File: config.mk
export PLATFORM = sky130hd
export DESIGN_NAME = cpt_config_regs
export DESIGN_NICKNAME = d
export VERILOG_FILES = /design/src/hdl/cpt_pkg.sv /design/src/hdl/cpt_config_regs.sv /design/src/hdl/cpt_force_start.sv
export SDC_FILE = /design/constraint.sdc
export NUM_CORES = 1
export LEC_CHECK = 0
export BUFFER_PORTS_ARGS = -buffer_cell sky130_fd_sc_hd__buf_4
export CORE_ASPECT_RATIO = 1.1
export CORE_MARGIN = 2
export CORE_UTILIZATION = 40
export DETAILED_ROUTE_END_ITERATION = 6
export PLACE_DENSITY = 0.71
export SYNTH_ARGS = -nofsm -noshare
export SYNTH_HDL_FRONTEND = slang
export SYNTH_HIERARCHICAL = 1
export SYNTH_SLANG_ARGS = --single-unit
File: constraint.sdc
create_clock -name ref_clk_i -period 2.1 [get_ports ref_clk_i]
set_input_delay 0.42 -clock ref_clk_i [delete_from_list [all_inputs] [get_ports ref_clk_i]]
set_output_delay 0.42 -clock ref_clk_i [all_outputs]
set_load 0.005 [all_outputs]
File: src/hdl/cpt_pkg.sv
// package: register map, field layout, reset values and thresholds
package cpt_pkg;
    // register offsets
    localparam logic [7:0] PROT_OPT_ADDR = 8'h19;
    localparam logic [7:0] PGOOD_TIME_ADDR = 8'h1A;
    localparam logic [7:0] THERM_BOOST_ADDR = 8'h1C;
    localparam logic [7:0] RST_CTRL_ADDR = 8'h17;
    // register reset values
    localparam logic [7:0] PROT_OPT_RST = 8'h85;
    localparam logic [7:0] PGOOD_TIME_RST = 8'h00;
    localparam logic [7:0] THERM_BOOST_RST = 8'h0F;
    // writable bit masks; reserved bits stay zero
    localparam logic [7:0] PROT_OPT_WMASK = 8'hF7;
    // field positions, protection_and_optimizer_control
    localparam int OCP_LSB = 6;
    localparam int UVLO_BIT = 5;
    localparam int BOOST_MIN_BIT = 4;
    localparam int EXT_LIM_BIT = 2;
    localparam int FORCE_OPT_BIT = 1;
    localparam int OPT_EN_BIT = 0;
    // field positions, power_good_and_timing_control
    localparam int PG_LSB = 5;
    localparam int SYS_RST_TIME_BIT = 4;
    localparam int LP_EXIT_BIT = 3;
    localparam int SYS_DSCHG_BIT = 2;
    localparam int PRECHG_LSB = 0;
    // field positions, thermistor_boost_threshold_control
    localparam int TS_IGN_BIT = 7;
    localparam int RATE_LSB = 5;
    localparam int BHOT_LSB = 3;
    localparam int BCOLD_BIT = 2;
    localparam int COLDEST_BIT = 1;
    localparam int HOTTEST_BIT = 0;
    // register reset control bit
    localparam int REG_RST_BIT = 7;
    // codes of note
    localparam logic [1:0] OCP_RESERVED = 2'h3;
    localparam logic [2:0] PG_RESERVED = 3'h7;
    localparam logic [1:0] BHOT_DISABLE = 2'h3;
    // timing figures
    localparam int SYS_RST_SHORT_S = 11;
    localparam int SYS_RST_LONG_S = 21;
    localparam int LP_EXIT_SHORT_MS = 700;
    localparam int LP_EXIT_LONG_MS = 10500;
    localparam int CLK_MHZ = 100;
endpackage : cpt_pkg

File: src/hdl/cpt_config_regs.sv
// charger protection, timing and thermistor configuration register bank
module cpt_config_regs
(
    input wire logic ref_clk_i,
    input wire logic resetn_i,
    input wire logic [7:0] reg_addr_i,
    input wire logic [7:0] reg_wdata_i,
    input wire logic reg_wr_i,
    output logic [7:0] reg_rdata_o,
    input wire logic wdog_expire_i,
    input wire logic opt_started_i,
    input wire logic [2:0] therm_zone_i,
    output logic [1:0] discharge_overcurrent_level_o,
    output logic battery_undervoltage_select_o,
    output logic boost_min_battery_select_o,
    output logic external_limit_pin_enable_o,
    output logic optimizer_enable_o,
    output logic optimizer_start_o,
    output logic [2:0] power_good_threshold_o,
    output logic system_reset_time_select_o,
    output logic low_power_exit_time_select_o,
    output logic system_discharge_enable_o,
    output logic [1:0] precharge_threshold_o,
    output logic [1:0] charge_rate_select_o,
    output logic [1:0] boost_hot_threshold_o,
    output logic boost_cold_threshold_o,
    output logic coldest_comparator_threshold_o,
    output logic hottest_comparator_threshold_o,
    output logic [2:0] thermistor_status_o,
    output logic timer_reset_o
);
    // =========================================================
    // register storage and write decode
    // =========================================================
    localparam logic [2:0] THERMISTOR_STATUS_NORMAL_CODE = 3'h0;
    logic [7:0] prot_q;
    logic [7:0] prot_d;
    logic [7:0] pgt_q;
    logic [7:0] pgt_d;
    logic [7:0] thb_q;
    logic [7:0] thb_d;
    logic soft_rst_q;
    logic wr_prot;
    logic wr_pgt;
    logic wr_thb;
    logic wr_rst;
    logic force_set;
    logic force_flag;
    logic [7:0] prot_view;

    function automatic logic hit(input logic [7:0] a, input logic [7:0] b);
        hit = (a == b);
    endfunction : hit

    assign wr_prot = reg_wr_i & hit(reg_addr_i, cpt_pkg::PROT_OPT_ADDR);
    assign wr_pgt = reg_wr_i & hit(reg_addr_i, cpt_pkg::PGOOD_TIME_ADDR);
    assign wr_thb = reg_wr_i & hit(reg_addr_i, cpt_pkg::THERM_BOOST_ADDR);
    assign wr_rst = reg_wr_i & hit(reg_addr_i, cpt_pkg::RST_CTRL_ADDR)
        & reg_wdata_i[cpt_pkg::REG_RST_BIT];
    // writing zero to the force bit is a no-op
    assign force_set = wr_prot & reg_wdata_i[cpt_pkg::FORCE_OPT_BIT];

    // soft reset acts one cycle after the write, then the bit drops
    always_ff @(posedge ref_clk_i or negedge resetn_i)
    begin
        if (!resetn_i)
            soft_rst_q <= 1'b0;
        else
            soft_rst_q <= wr_rst;
    end
    assign timer_reset_o = soft_rst_q;

    // protection register: force bit lives in its own module
    always_comb
    begin
        prot_d = prot_q;
        if (wr_prot)
            prot_d = reg_wdata_i & cpt_pkg::PROT_OPT_WMASK;
        if (soft_rst_q)
            prot_d = cpt_pkg::PROT_OPT_RST;
        if (wdog_expire_i)
            prot_d[cpt_pkg::EXT_LIM_BIT] = 1'b1;
        prot_d[cpt_pkg::FORCE_OPT_BIT] = 1'b0;
    end

    // timing and precharge fields keep their value on soft resets
    always_comb
    begin
        pgt_d = wr_pgt ? reg_wdata_i : pgt_q;
        if (soft_rst_q)
            pgt_d = {cpt_pkg::PGOOD_TIME_RST[7:5], pgt_q[4:3],
                cpt_pkg::PGOOD_TIME_RST[2], pgt_q[1:0]};
        if (wdog_expire_i)
            pgt_d[cpt_pkg::SYS_DSCHG_BIT] = 1'b0;
    end

    always_comb
    begin
        thb_d = wr_thb ? reg_wdata_i : thb_q;
        if (soft_rst_q)
            thb_d = cpt_pkg::THERM_BOOST_RST;
        if (wdog_expire_i)
            thb_d[cpt_pkg::TS_IGN_BIT] = 1'b0;
    end

    always_ff @(posedge ref_clk_i or negedge resetn_i)
    begin
        if (!resetn_i)
        begin
            prot_q <= cpt_pkg::PROT_OPT_RST;
            pgt_q <= cpt_pkg::PGOOD_TIME_RST;
            thb_q <= cpt_pkg::THERM_BOOST_RST;
        end
        else
        begin
            prot_q <= prot_d;
            pgt_q <= pgt_d;
            thb_q <= thb_d;
        end
    end

    cpt_force_start u_force
    (
        .ref_clk_i(ref_clk_i),
        .resetn_i(resetn_i),
        .set_i(force_set),
        .enable_i(prot_q[cpt_pkg::OPT_EN_BIT]),
        .wdog_clr_i(wdog_expire_i),
        .started_i(opt_started_i),
        .flag_o(force_flag),
        .start_o(optimizer_start_o)
    );

    // =========================================================
    // read path and field outputs
    // =========================================================
    assign prot_view = {prot_q[7:2], force_flag, prot_q[0]};
    assign reg_rdata_o =
        hit(reg_addr_i, cpt_pkg::PROT_OPT_ADDR) ? prot_view :
        hit(reg_addr_i, cpt_pkg::PGOOD_TIME_ADDR) ? pgt_q :
        hit(reg_addr_i, cpt_pkg::THERM_BOOST_ADDR) ? thb_q :
        8'h00;

    assign discharge_overcurrent_level_o = prot_q[cpt_pkg::OCP_LSB +: 2];
    assign battery_undervoltage_select_o = prot_q[cpt_pkg::UVLO_BIT];
    assign boost_min_battery_select_o = prot_q[cpt_pkg::BOOST_MIN_BIT];
    assign external_limit_pin_enable_o = prot_q[cpt_pkg::EXT_LIM_BIT];
    assign optimizer_enable_o = prot_q[cpt_pkg::OPT_EN_BIT];
    assign power_good_threshold_o = pgt_q[cpt_pkg::PG_LSB +: 3];
    assign system_reset_time_select_o = pgt_q[cpt_pkg::SYS_RST_TIME_BIT];
    assign low_power_exit_time_select_o = pgt_q[cpt_pkg::LP_EXIT_BIT];
    assign system_discharge_enable_o = pgt_q[cpt_pkg::SYS_DSCHG_BIT];
    assign precharge_threshold_o = pgt_q[cpt_pkg::PRECHG_LSB +: 2];
    assign charge_rate_select_o = thb_q[cpt_pkg::RATE_LSB +: 2];
    assign boost_hot_threshold_o = thb_q[cpt_pkg::BHOT_LSB +: 2];
    assign boost_cold_threshold_o = thb_q[cpt_pkg::BCOLD_BIT];
    assign coldest_comparator_threshold_o = thb_q[cpt_pkg::COLDEST_BIT];
    assign hottest_comparator_threshold_o = thb_q[cpt_pkg::HOTTEST_BIT];
    // ignore overrides the sensed zone for charging and boost decisions
    assign thermistor_status_o = thb_q[cpt_pkg::TS_IGN_BIT] ?
        THERMISTOR_STATUS_NORMAL_CODE : therm_zone_i;

    // =========================================================
    // assertions
    // =========================================================
    property p_reserved_zero;
        @(posedge ref_clk_i) disable iff (!resetn_i)
        prot_q[3] == 1'b0;
    endproperty
    a_reserved_zero: assert property (p_reserved_zero)
        else $error("reserved bit set");

    property p_soft_default;
        @(posedge ref_clk_i) disable iff (!resetn_i)
        wr_rst && !wdog_expire_i ##1 !wdog_expire_i |=>
        prot_q == cpt_pkg::PROT_OPT_RST && thb_q == cpt_pkg::THERM_BOOST_RST;
    endproperty
    a_soft_default: assert property (p_soft_default)
        else $error("defaults not restored");

    property p_timing_keep;
        @(posedge ref_clk_i) disable iff (!resetn_i)
        soft_rst_q && !wr_pgt |=> $stable(pgt_q[4:0] & 5'h1B);
    endproperty
    a_timing_keep: assert property (p_timing_keep)
        else $error("timing field lost");

    property p_wdog_clear;
        @(posedge ref_clk_i) disable iff (!resetn_i)
        wdog_expire_i |=> !system_discharge_enable_o
            && external_limit_pin_enable_o
            && !thb_q[cpt_pkg::TS_IGN_BIT] && force_flag == $past(force_set);
    endproperty
    a_wdog_clear: assert property (p_wdog_clear)
        else $error("watchdog defaults wrong");

    property p_force_gate;
        @(posedge ref_clk_i) disable iff (!resetn_i)
        !optimizer_enable_o |-> !optimizer_start_o;
    endproperty
    a_force_gate: assert property (p_force_gate)
        else $error("start while disabled");

    property p_force_set;
        @(posedge ref_clk_i) disable iff (!resetn_i)
        force_set |=> force_flag;
    endproperty
    a_force_set: assert property (p_force_set)
        else $error("force write lost");

    property p_force_ack;
        @(posedge ref_clk_i) disable iff (!resetn_i)
        optimizer_start_o && opt_started_i && !force_set |=> !force_flag;
    endproperty
    a_force_ack: assert property (p_force_ack)
        else $error("force bit stuck");

    property p_ignore;
        @(posedge ref_clk_i) disable iff (!resetn_i)
        thb_q[cpt_pkg::TS_IGN_BIT] |-> thermistor_status_o == THERMISTOR_STATUS_NORMAL_CODE;
    endproperty
    a_ignore: assert property (p_ignore)
        else $error("ignore not honoured");

    property p_rst_pulse;
        @(posedge ref_clk_i) disable iff (!resetn_i)
        timer_reset_o && !wr_rst |=> !timer_reset_o;
    endproperty
    a_rst_pulse: assert property (p_rst_pulse)
        else $error("reset bit not cleared");

    property p_write_prot;
        @(posedge ref_clk_i) disable iff (!resetn_i)
        wr_prot && !soft_rst_q && !wdog_expire_i |=>
        prot_q == ($past(reg_wdata_i) & cpt_pkg::PROT_OPT_WMASK & 8'hFD);
    endproperty
    a_write_prot: assert property (p_write_prot)
        else $error("protection register write lost");

    property p_write_pgt;
        @(posedge ref_clk_i) disable iff (!resetn_i)
        wr_pgt && !soft_rst_q && !wdog_expire_i |=>
        pgt_q == $past(reg_wdata_i);
    endproperty
    a_write_pgt: assert property (p_write_pgt)
        else $error("timing register write lost");

    property p_write_thb;
        @(posedge ref_clk_i) disable iff (!resetn_i)
        wr_thb && !soft_rst_q && !wdog_expire_i |=>
        thb_q == $past(reg_wdata_i);
    endproperty
    a_write_thb: assert property (p_write_thb)
        else $error("thermistor register write lost");

    property p_unmapped_read;
        @(posedge ref_clk_i) disable iff (!resetn_i)
        !hit(reg_addr_i, cpt_pkg::PROT_OPT_ADDR)
            && !hit(reg_addr_i, cpt_pkg::PGOOD_TIME_ADDR)
            && !hit(reg_addr_i, cpt_pkg::THERM_BOOST_ADDR)
            |-> reg_rdata_o == 8'h00;
    endproperty
    a_unmapped_read: assert property (p_unmapped_read)
        else $error("unmapped read not zero");

    property p_force_hold;
        @(posedge ref_clk_i) disable iff (!resetn_i)
        !force_set && !wdog_expire_i && !(optimizer_start_o && opt_started_i)
            |=> $stable(force_flag);
    endproperty
    a_force_hold: assert property (p_force_hold)
        else $error("force bit changed unasked");

    property p_soft_pgood;
        @(posedge ref_clk_i) disable iff (!resetn_i)
        soft_rst_q |=> power_good_threshold_o == cpt_pkg::PGOOD_TIME_RST[7:5]
            && !system_discharge_enable_o;
    endproperty
    a_soft_pgood: assert property (p_soft_pgood)
        else $error("soft reset left discharge on");

    c_soft: cover property (@(posedge ref_clk_i) disable iff (!resetn_i)
        soft_rst_q);
    c_start: cover property (@(posedge ref_clk_i) disable iff (!resetn_i)
        optimizer_start_o ##1 !force_flag);
    c_wdog: cover property (@(posedge ref_clk_i) disable iff (!resetn_i)
        wdog_expire_i && system_discharge_enable_o);
    c_gated: cover property (@(posedge ref_clk_i) disable iff (!resetn_i)
        force_flag && !optimizer_enable_o);
    c_ignore: cover property (@(posedge ref_clk_i) disable iff (!resetn_i)
        thb_q[cpt_pkg::TS_IGN_BIT] && therm_zone_i != 3'h0);
endmodule : cpt_config_regs

File: src/hdl/cpt_force_start.sv
// self-clearing optimizer force-start bit
module cpt_force_start
(
    input wire logic ref_clk_i,
    input wire logic resetn_i,
    input wire logic set_i,
    input wire logic enable_i,
    input wire logic wdog_clr_i,
    input wire logic started_i,
    output logic flag_o,
    output logic start_o
);
    logic flag_q;
    logic flag_d;
    // the start request reaches the optimizer only while it is enabled
    assign start_o = flag_q & enable_i;
    // set beats a same-cycle start or watchdog clear so a write is never lost
    assign flag_d = set_i ? 1'b1 :
        ((wdog_clr_i | (started_i & start_o)) ? 1'b0 : flag_q);
    always_ff @(posedge ref_clk_i or negedge resetn_i)
    begin
        if (!resetn_i)
            flag_q <= 1'b0;
        else
            flag_q <= flag_d;
    end
    assign flag_o = flag_q;
endmodule : cpt_force_start

==> reports/qor.yml, run 1 <==
status: "complete, no violations"
grt_pass1_wl_um: 6310
ctsRootBufferMaster: "sky130_fd_sc_hd__clkbuf_4"
die_h_um: 65.6
rows: 22
number_of_placed_instances_taps_included: 246
finalCriticalPeriod_ns: 2.08
power.share.sequential_pct: 54.8
clock_skew_ns: 0.0106
detail_route.vias_per_cell: 5.34
dp.final_hpwl_um: 2900
clock_share_of_power_pct: 26.3
io_pins: 58
internal_power_uw: 702
finish_stage_setup_viols: 0
grt_start_max_net_pins: 25
synth.avg_cell_area_sq_um: 10.2
synth_top_family_by_area: "simple AND/OR/NAND/NOR gates"
first_global_vias: 1329
reg2reg_to: "pgt_q[4]"
maxClockFrequency_mhz: 481
combPwrFrac_pct: 18.9
synth_xor_area_share_pct: 0
ranking_of_synthesized_cells_by_area: "sky130_fd_sc_hd__dfrtp_1, sky130_fd_sc_hd__dfstp_2, sky130_fd_sc_hd__mux2i_1"
power-per-cell-area_nw_per_um2: 458
critPathKind: "input port to output port"
synth_cell_types: 35
area_share_of_the_leading_cell_type_in_the_synthesized_netlist_pct: 30.8
synth_top_cell_by_area: "sky130_fd_sc_hd__dfrtp_1"
die_w_um: 60.0
fill_cells: 285
rsz_0062_raised_after_global_routing: "yes"
final_net_count: 230
synthesis.yosys.warnings: 6
hold_class: "input port to register"
switchingPower_uw: 239
worstPathMaxFanout: 7
r2r_slack_ns: 0.50
remaining_drc_errors: 0
clkSlewWorstSetupHoldPaths_ns: 0.13
min_delay_worst_endpoint: "timer_reset_o"
layout.cell_area.non_filler_sq_um: 2050
synth_area_sq_um: 1380
worst_path_required_time_ns: 1.68
design.die.area_sq_um: 3940
grt_use_total_pct: 21.2
dominantRegCellSynth: "sky130_fd_sc_hd__dfrtp_1"
finalMaxSlewViolations: 0
seq_area_frac_synth_pct: 44.1
dpl-instance-area_sq_um: 1930
power.static_leakage_uw: 0.00100
max-vdd-ir-drop_uv: 237
core_region_area_sq_um: 3330
fin_setup_tns_ns: 0
rr_startpoint: "timer_reset_o"
gp_congestion: 0.744
share_of_the_synthesized_area_in_compound_gates_ao_oa_aoi_oai_pct: 8.97
grt.overflow.total: 0
tritoncts_clock_tree: "built"
worstHoldPathCells: 2
slew_headroom_pct: 75.4
cts.htree.levels: 1
worst_setup_path_start_kind: "input port"
sequential_cell_area_sq_um: 609
max_cap_violations: 0
post_route_cells_drive_above_1_share_pct: 49.3
yosys.area_share.simple_pct: 26.4
post_synth_fa_ha_maj_area_fraction_pct: 0
mappedNetlistNets: 159
insertedDiodeCount: 0
wire_length_per_cell_um: 15.4
clock-sinks: 24
cp-end-kind: "output port"
postSynthRegisterBits: 24
clk-insertion-delay-late_ns: 0.32
max_slew.worst_pin.slew_ns: 0.369
worst-r2r-cell-count: 2
number_of_antenna_violations_at_the_first_check_in_global_routing: 0
final_min_period_over_clock_period_pct: 98.9
area.growth.synth_to_final_pct: 48.7
drt_wirelength_um: 3890
report.power.total_uw: 940
synth.area.mux_share_pct: 14.1
finish.cell_count_without_fillers: 253
initial_core_util_pct: 41.5
numCtsBuffers: 3
antenna_violating_nets_post_route: 0
report.final.hold_viol_count: 0
longest_clk_path_bufs: 2
port_buffers: 57
drt_iter0_drc: 51
hp-start: "reg_addr_i[3]"
netSwitchingFraction_pct: 25.4
arrival_ns: 1.66
synth-async-reset-ratio_pct: 100
synth-edff-count: 0
multi_input_comb_area_sq_um: 723
detail_route.first_pass.iterations: 4
vias: 1350
synth_cells: 135
==> final cells by class <==
class,count,area share [%]
clock buffers,4,1.77
inverters,6,1.10
multi-input cells,94,35.2
repair buffers,77,29.4
flip-flops and latches,24,29.7
well taps,48,2.92
==> cell usage after synthesis (4+ instances only) <==
master,number
sky130_fd_sc_hd__nand2_1,8
sky130_fd_sc_hd__clkbuf_1,4
sky130_fd_sc_hd__mux2i_1,15
sky130_fd_sc_hd__dfrtp_1,17
sky130_fd_sc_hd__and3_1,4
sky130_fd_sc_hd__nand2b_1,9
sky130_fd_sc_hd__inv_1,5
sky130_fd_sc_hd__a221o_1,7
sky130_fd_sc_hd__dfstp_2,7
sky130_fd_sc_hd__buf_4,4
sky130_fd_sc_hd__nor3_1,7
sky130_fd_sc_hd__nor2_1,14
==> registers in the layout (all words and copies together), names as in the netlist <==
register and cells:
pgt_q 8, thb_q 8, prot_q 6, timer_reset_o 1, u_force/flag_o 1
==> metal layers <==
layer  share of wire, %  GRT usage [%]  vias to the layer above
li1                   -              -                      624
met1                 44           29.9                      667
met2                 50           34.5                       57
met3                5.8           2.56                        2
met4               0.57           4.17                        0
met5                  0              0                        -
==> power groups by stage <==
stage | sequential [uW] | combinational (uW) | clock (uW)
floorplan | 520 | 62.4 | 0
global placement | 522 | 163 | 0
detailed placement | 523 | 170 | 0
CTS | 515 | 175 | 250
global route | 520 | 197 | 273
finish | 515 | 178 | 247
==> cell usage in the layout (no fill, tap or decap), types with 5 or more instances in the layout <==
| master | n |
|---|---|
| sky130_fd_sc_hd__buf_4 | 70 |
| sky130_fd_sc_hd__dfrtp_1 | 17 |
| sky130_fd_sc_hd__mux2i_1 | 15 |
| sky130_fd_sc_hd__nor2_1 | 11 |
| sky130_fd_sc_hd__nand2b_1 | 9 |
| sky130_fd_sc_hd__nand2_1 | 8 |
| sky130_fd_sc_hd__a221o_1 | 7 |
| sky130_fd_sc_hd__dfstp_2 | 7 |
| sky130_fd_sc_hd__buf_6 | 6 |
| sky130_fd_sc_hd__inv_1 | 5 |
==> how the worst max path moves through the flow <==
stage                  start              to  slack, ns  cells past startpoint
6_report       reg_addr_i[7]  reg_rdata_o[1]       0.02                      5
3_3_place_gp   reg_addr_i[7]  reg_rdata_o[1]      -0.11                      5
5_1_grt        reg_addr_i[7]  reg_rdata_o[1]      -0.01                      5
2_1_floorplan  reg_addr_i[7]        pgt_q[0]       0.02                      5
3_5_place_dp   reg_addr_i[7]  reg_rdata_o[5]      -0.12                      6
4_1_cts        reg_addr_i[5]  reg_rdata_o[0]     -0.004                      6
==> per-stage QoR <==
step / util, % / setup WS, ns / hold slack, ns
after detailed placement: 58.0 / -0.120 / 0.338
after global routing: 61.7 / -0.0136 / 0.276
after CTS: 60.5 / -0.00353 / 0.275
after floorplan: - / 0.0211 / 0.124
after global placement: 58.0 / -0.109 / 0.333
final: 61.7 / 0.0222 / 0.289
==> critical path, cell delays in order <==
cell,delay (ns)
sky130_fd_sc_hd__buf_6,0.09
sky130_fd_sc_hd__or4b_4,0.62
sky130_fd_sc_hd__nor2_2,0.24
sky130_fd_sc_hd__a221o_1,0.18
sky130_fd_sc_hd__buf_4,0.11
==> cell families after synthesis <==
group,after synthesis
muxes,18
and+or+nand+nor,62
DFF,24
AOI/OAI and AO/OA,14
buffers and inverters,17
==> repair_timing <==
item                                   4_1_cts  5_1_grt
endpoints found under the hold margin       17        0
gates resized for setup                      8        8
buffers inserted                             1        1
hold buffers                                 1        0
pin swaps                                    2       11
setup endpoints to repair                    8        8
Note: power is estimated with default switching activity, not from simulation.
==> run 2, diff against run 1 <==
--- a/config.mk
+++ b/config.mk
@@ -5,12 +5,12 @@
 export SDC_FILE = /design/constraint.sdc
 export NUM_CORES = 1
 export LEC_CHECK = 0
-export BUFFER_PORTS_ARGS = -buffer_cell sky130_fd_sc_hd__buf_4
+export BUFFER_PORTS_ARGS = -buffer_cell sky130_fd_sc_hd__buf_2
 export CORE_ASPECT_RATIO = 1.1
 export CORE_MARGIN = 2
 export CORE_UTILIZATION = 40
 export DETAILED_ROUTE_END_ITERATION = 6
-export PLACE_DENSITY = 0.71
+export PLACE_DENSITY = 0.82
 export SYNTH_ARGS = -nofsm -noshare
 export SYNTH_HDL_FRONTEND = slang
 export SYNTH_HIERARCHICAL = 1
==> reports/qor.yml, run 2 (synthesis results as in run 1) <==
io_pins: 58
core_region_area_sq_um: 3330
worst_setup_path_start_kind: "input port"
slew_headroom_pct: 63.3
max-vdd-ir-drop_uv: 281
reg_top3: "pgt_q x8, thb_q x8, prot_q x6"
status: "complete, no violations"
max_cap_violations: 0
gp_congestion: 0.837
grt_start_max_net_pins: 27
area.growth.synth_to_final_pct: 37.1
report.final.hold_viol_count: 0
crit_start: "reg_addr_i[0]"
arrival_ns: 1.65
number_of_antenna_violations_at_the_first_check_in_global_routing: 0
maxClockFrequency_mhz: 484
crit_end: "reg_rdata_o[7]"
final_net_count: 230
power.static_leakage_uw: 0.000949
numCtsBuffers: 3
dp_slack_ns: -0.205
number_of_placed_instances_taps_included: 246
mostFrequentLayoutCells: "sky130_fd_sc_hd__buf_2, sky130_fd_sc_hd__dfrtp_1, sky130_fd_sc_hd__buf_4, sky130_fd_sc_hd__mux2i_1, sky130_fd_sc_hd__nor2_1"
port_buffers: 57
grt.overflow.total: 0
ctsRootBufferMaster: "sky130_fd_sc_hd__clkbuf_4"
tritoncts_clock_tree: "built"
design.die.area_sq_um: 3940
detail_route.first_pass.iterations: 4
clkSlewWorstSetupHoldPaths_ns: 0.14
power-per-cell-area_nw_per_um2: 461
die_h_um: 65.6
grt_pass1_wl_um: 5780
rows: 22
finish_stage_setup_viols: 0
r2r_slack_ns: 0.69
final_min_period_over_clock_period_pct: 98.4
first_global_vias: 1282
hold_class: "input port to async pin"
post_route_cells_drive_above_1_share_pct: 48.8
max_slew.worst_pin.slew_ns: 0.550
cp-end-kind: "output port"
remaining_drc_errors: 0
worst-r2r-cell-count: 2
finish.cell_count_without_fillers: 253
worst_path_required_time_ns: 1.68
clk-insertion-delay-late_ns: 0.32
insertedDiodeCount: 0
fin_setup_tns_ns: 0
die_w_um: 60.0
worstPathMaxFanout: 6
critPathKind: "input port to output port"
vias: 1345
setup_slack_ns: 0.0335
report.power.total_uw: 873
clock_skew_ns: 0.00882
dp.final_hpwl_um: 2710
drt_wirelength_um: 3600
antenna_violating_nets_post_route: 0
wire_length_per_cell_um: 14.2
fill_cells: 296
layout_commonest_cell: "sky130_fd_sc_hd__buf_2"
initial_core_util_pct: 41.5
longest_clk_path_bufs: 2
grt_use_total_pct: 19.3
drt_iter0_drc: 53
clock-sinks: 24
finalCriticalPeriod_ns: 2.07
dpl-instance-area_sq_um: 1790
finalMaxSlewViolations: 0
cts.htree.levels: 1
rr_startpoint: "timer_reset_o"
layout.cell_area.non_filler_sq_um: 1890
detail_route.vias_per_cell: 5.32
reg2reg_to: "pgt_q[3]"
==> run 2: area by class of cell <==
class	instances	area [sq um]	area share [%]
multi-input combinational	94	723	38.2
sequential	24	609	32.2
timing repair buffer	77	453	23.9
tap	48	60.1	3.17
clock buffer	4	26.3	1.39
inverter	6	22.5	1.19
==> run 2: power by group <==
part / total [uW] / internal (uW) / switching, uW / leakage (uW)
combinational: 146 / 73.0 / 73.2 / 0.000665
clock: 213 / 74.3 / 139 / 0.0000150
sequential: 513 / 493 / 19.5 / 0.000269
total: 873 / 641 / 232 / 0.000949
==> run 2: per-stage QoR <==
stage | utilization (%) | hold slack, ns
after floorplan | - | 0.124
after global placement | 53.7 | 0.432
after detailed placement | 53.7 | 0.438
after CTS | 55.2 | 0.0743
after global routing | 56.9 | 0.0872
final | 56.9 | 0.0643
==> run 2: repair_timing <==
action,in CTS,in global routing
gates resized for setup,3,11
setup endpoints to repair,8,8
hold endpoints to repair,0,0
buffers inserted,2,1
hold buffers,0,0
pin swaps,1,9
==> run 2: critical path, stage by stage <==
cell and delay (ns):
sky130_fd_sc_hd__buf_2 0.13, sky130_fd_sc_hd__or4bb_4 0.57, sky130_fd_sc_hd__nor2_4 0.14, sky130_fd_sc_hd__buf_6 0.13, sky130_fd_sc_hd__a221o_1 0.15, sky130_fd_sc_hd__buf_2 0.11
==> run 2: per-layer routing <==
layer | wire, um | vias to the layer above | track usage [%] | part of all wire (%)
li1 | - | 627 | - | -
met1 | 1590 | 635 | 26.4 | 44
met2 | 1730 | 77 | 30.4 | 48
met3 | 217 | 6 | 3.35 | 6.0
met4 | 72 | 0 | 6.39 | 2.0
met5 | 0 | - | 0 | 0
==> run 2: how the worst min path moves through the flow <==
stage	depth (start not counted)	from	to	slack [ns]
floorplan	0	resetn_i	pgt_q[0]	0.12
global placement	1	resetn_i	prot_q[6]	0.43
detailed placement	1	resetn_i	prot_q[6]	0.44
CTS	1	resetn_i	prot_q[6]	0.07
global route	1	resetn_i	timer_reset_o	0.09
finish	1	resetn_i	prot_q[6]	0.06
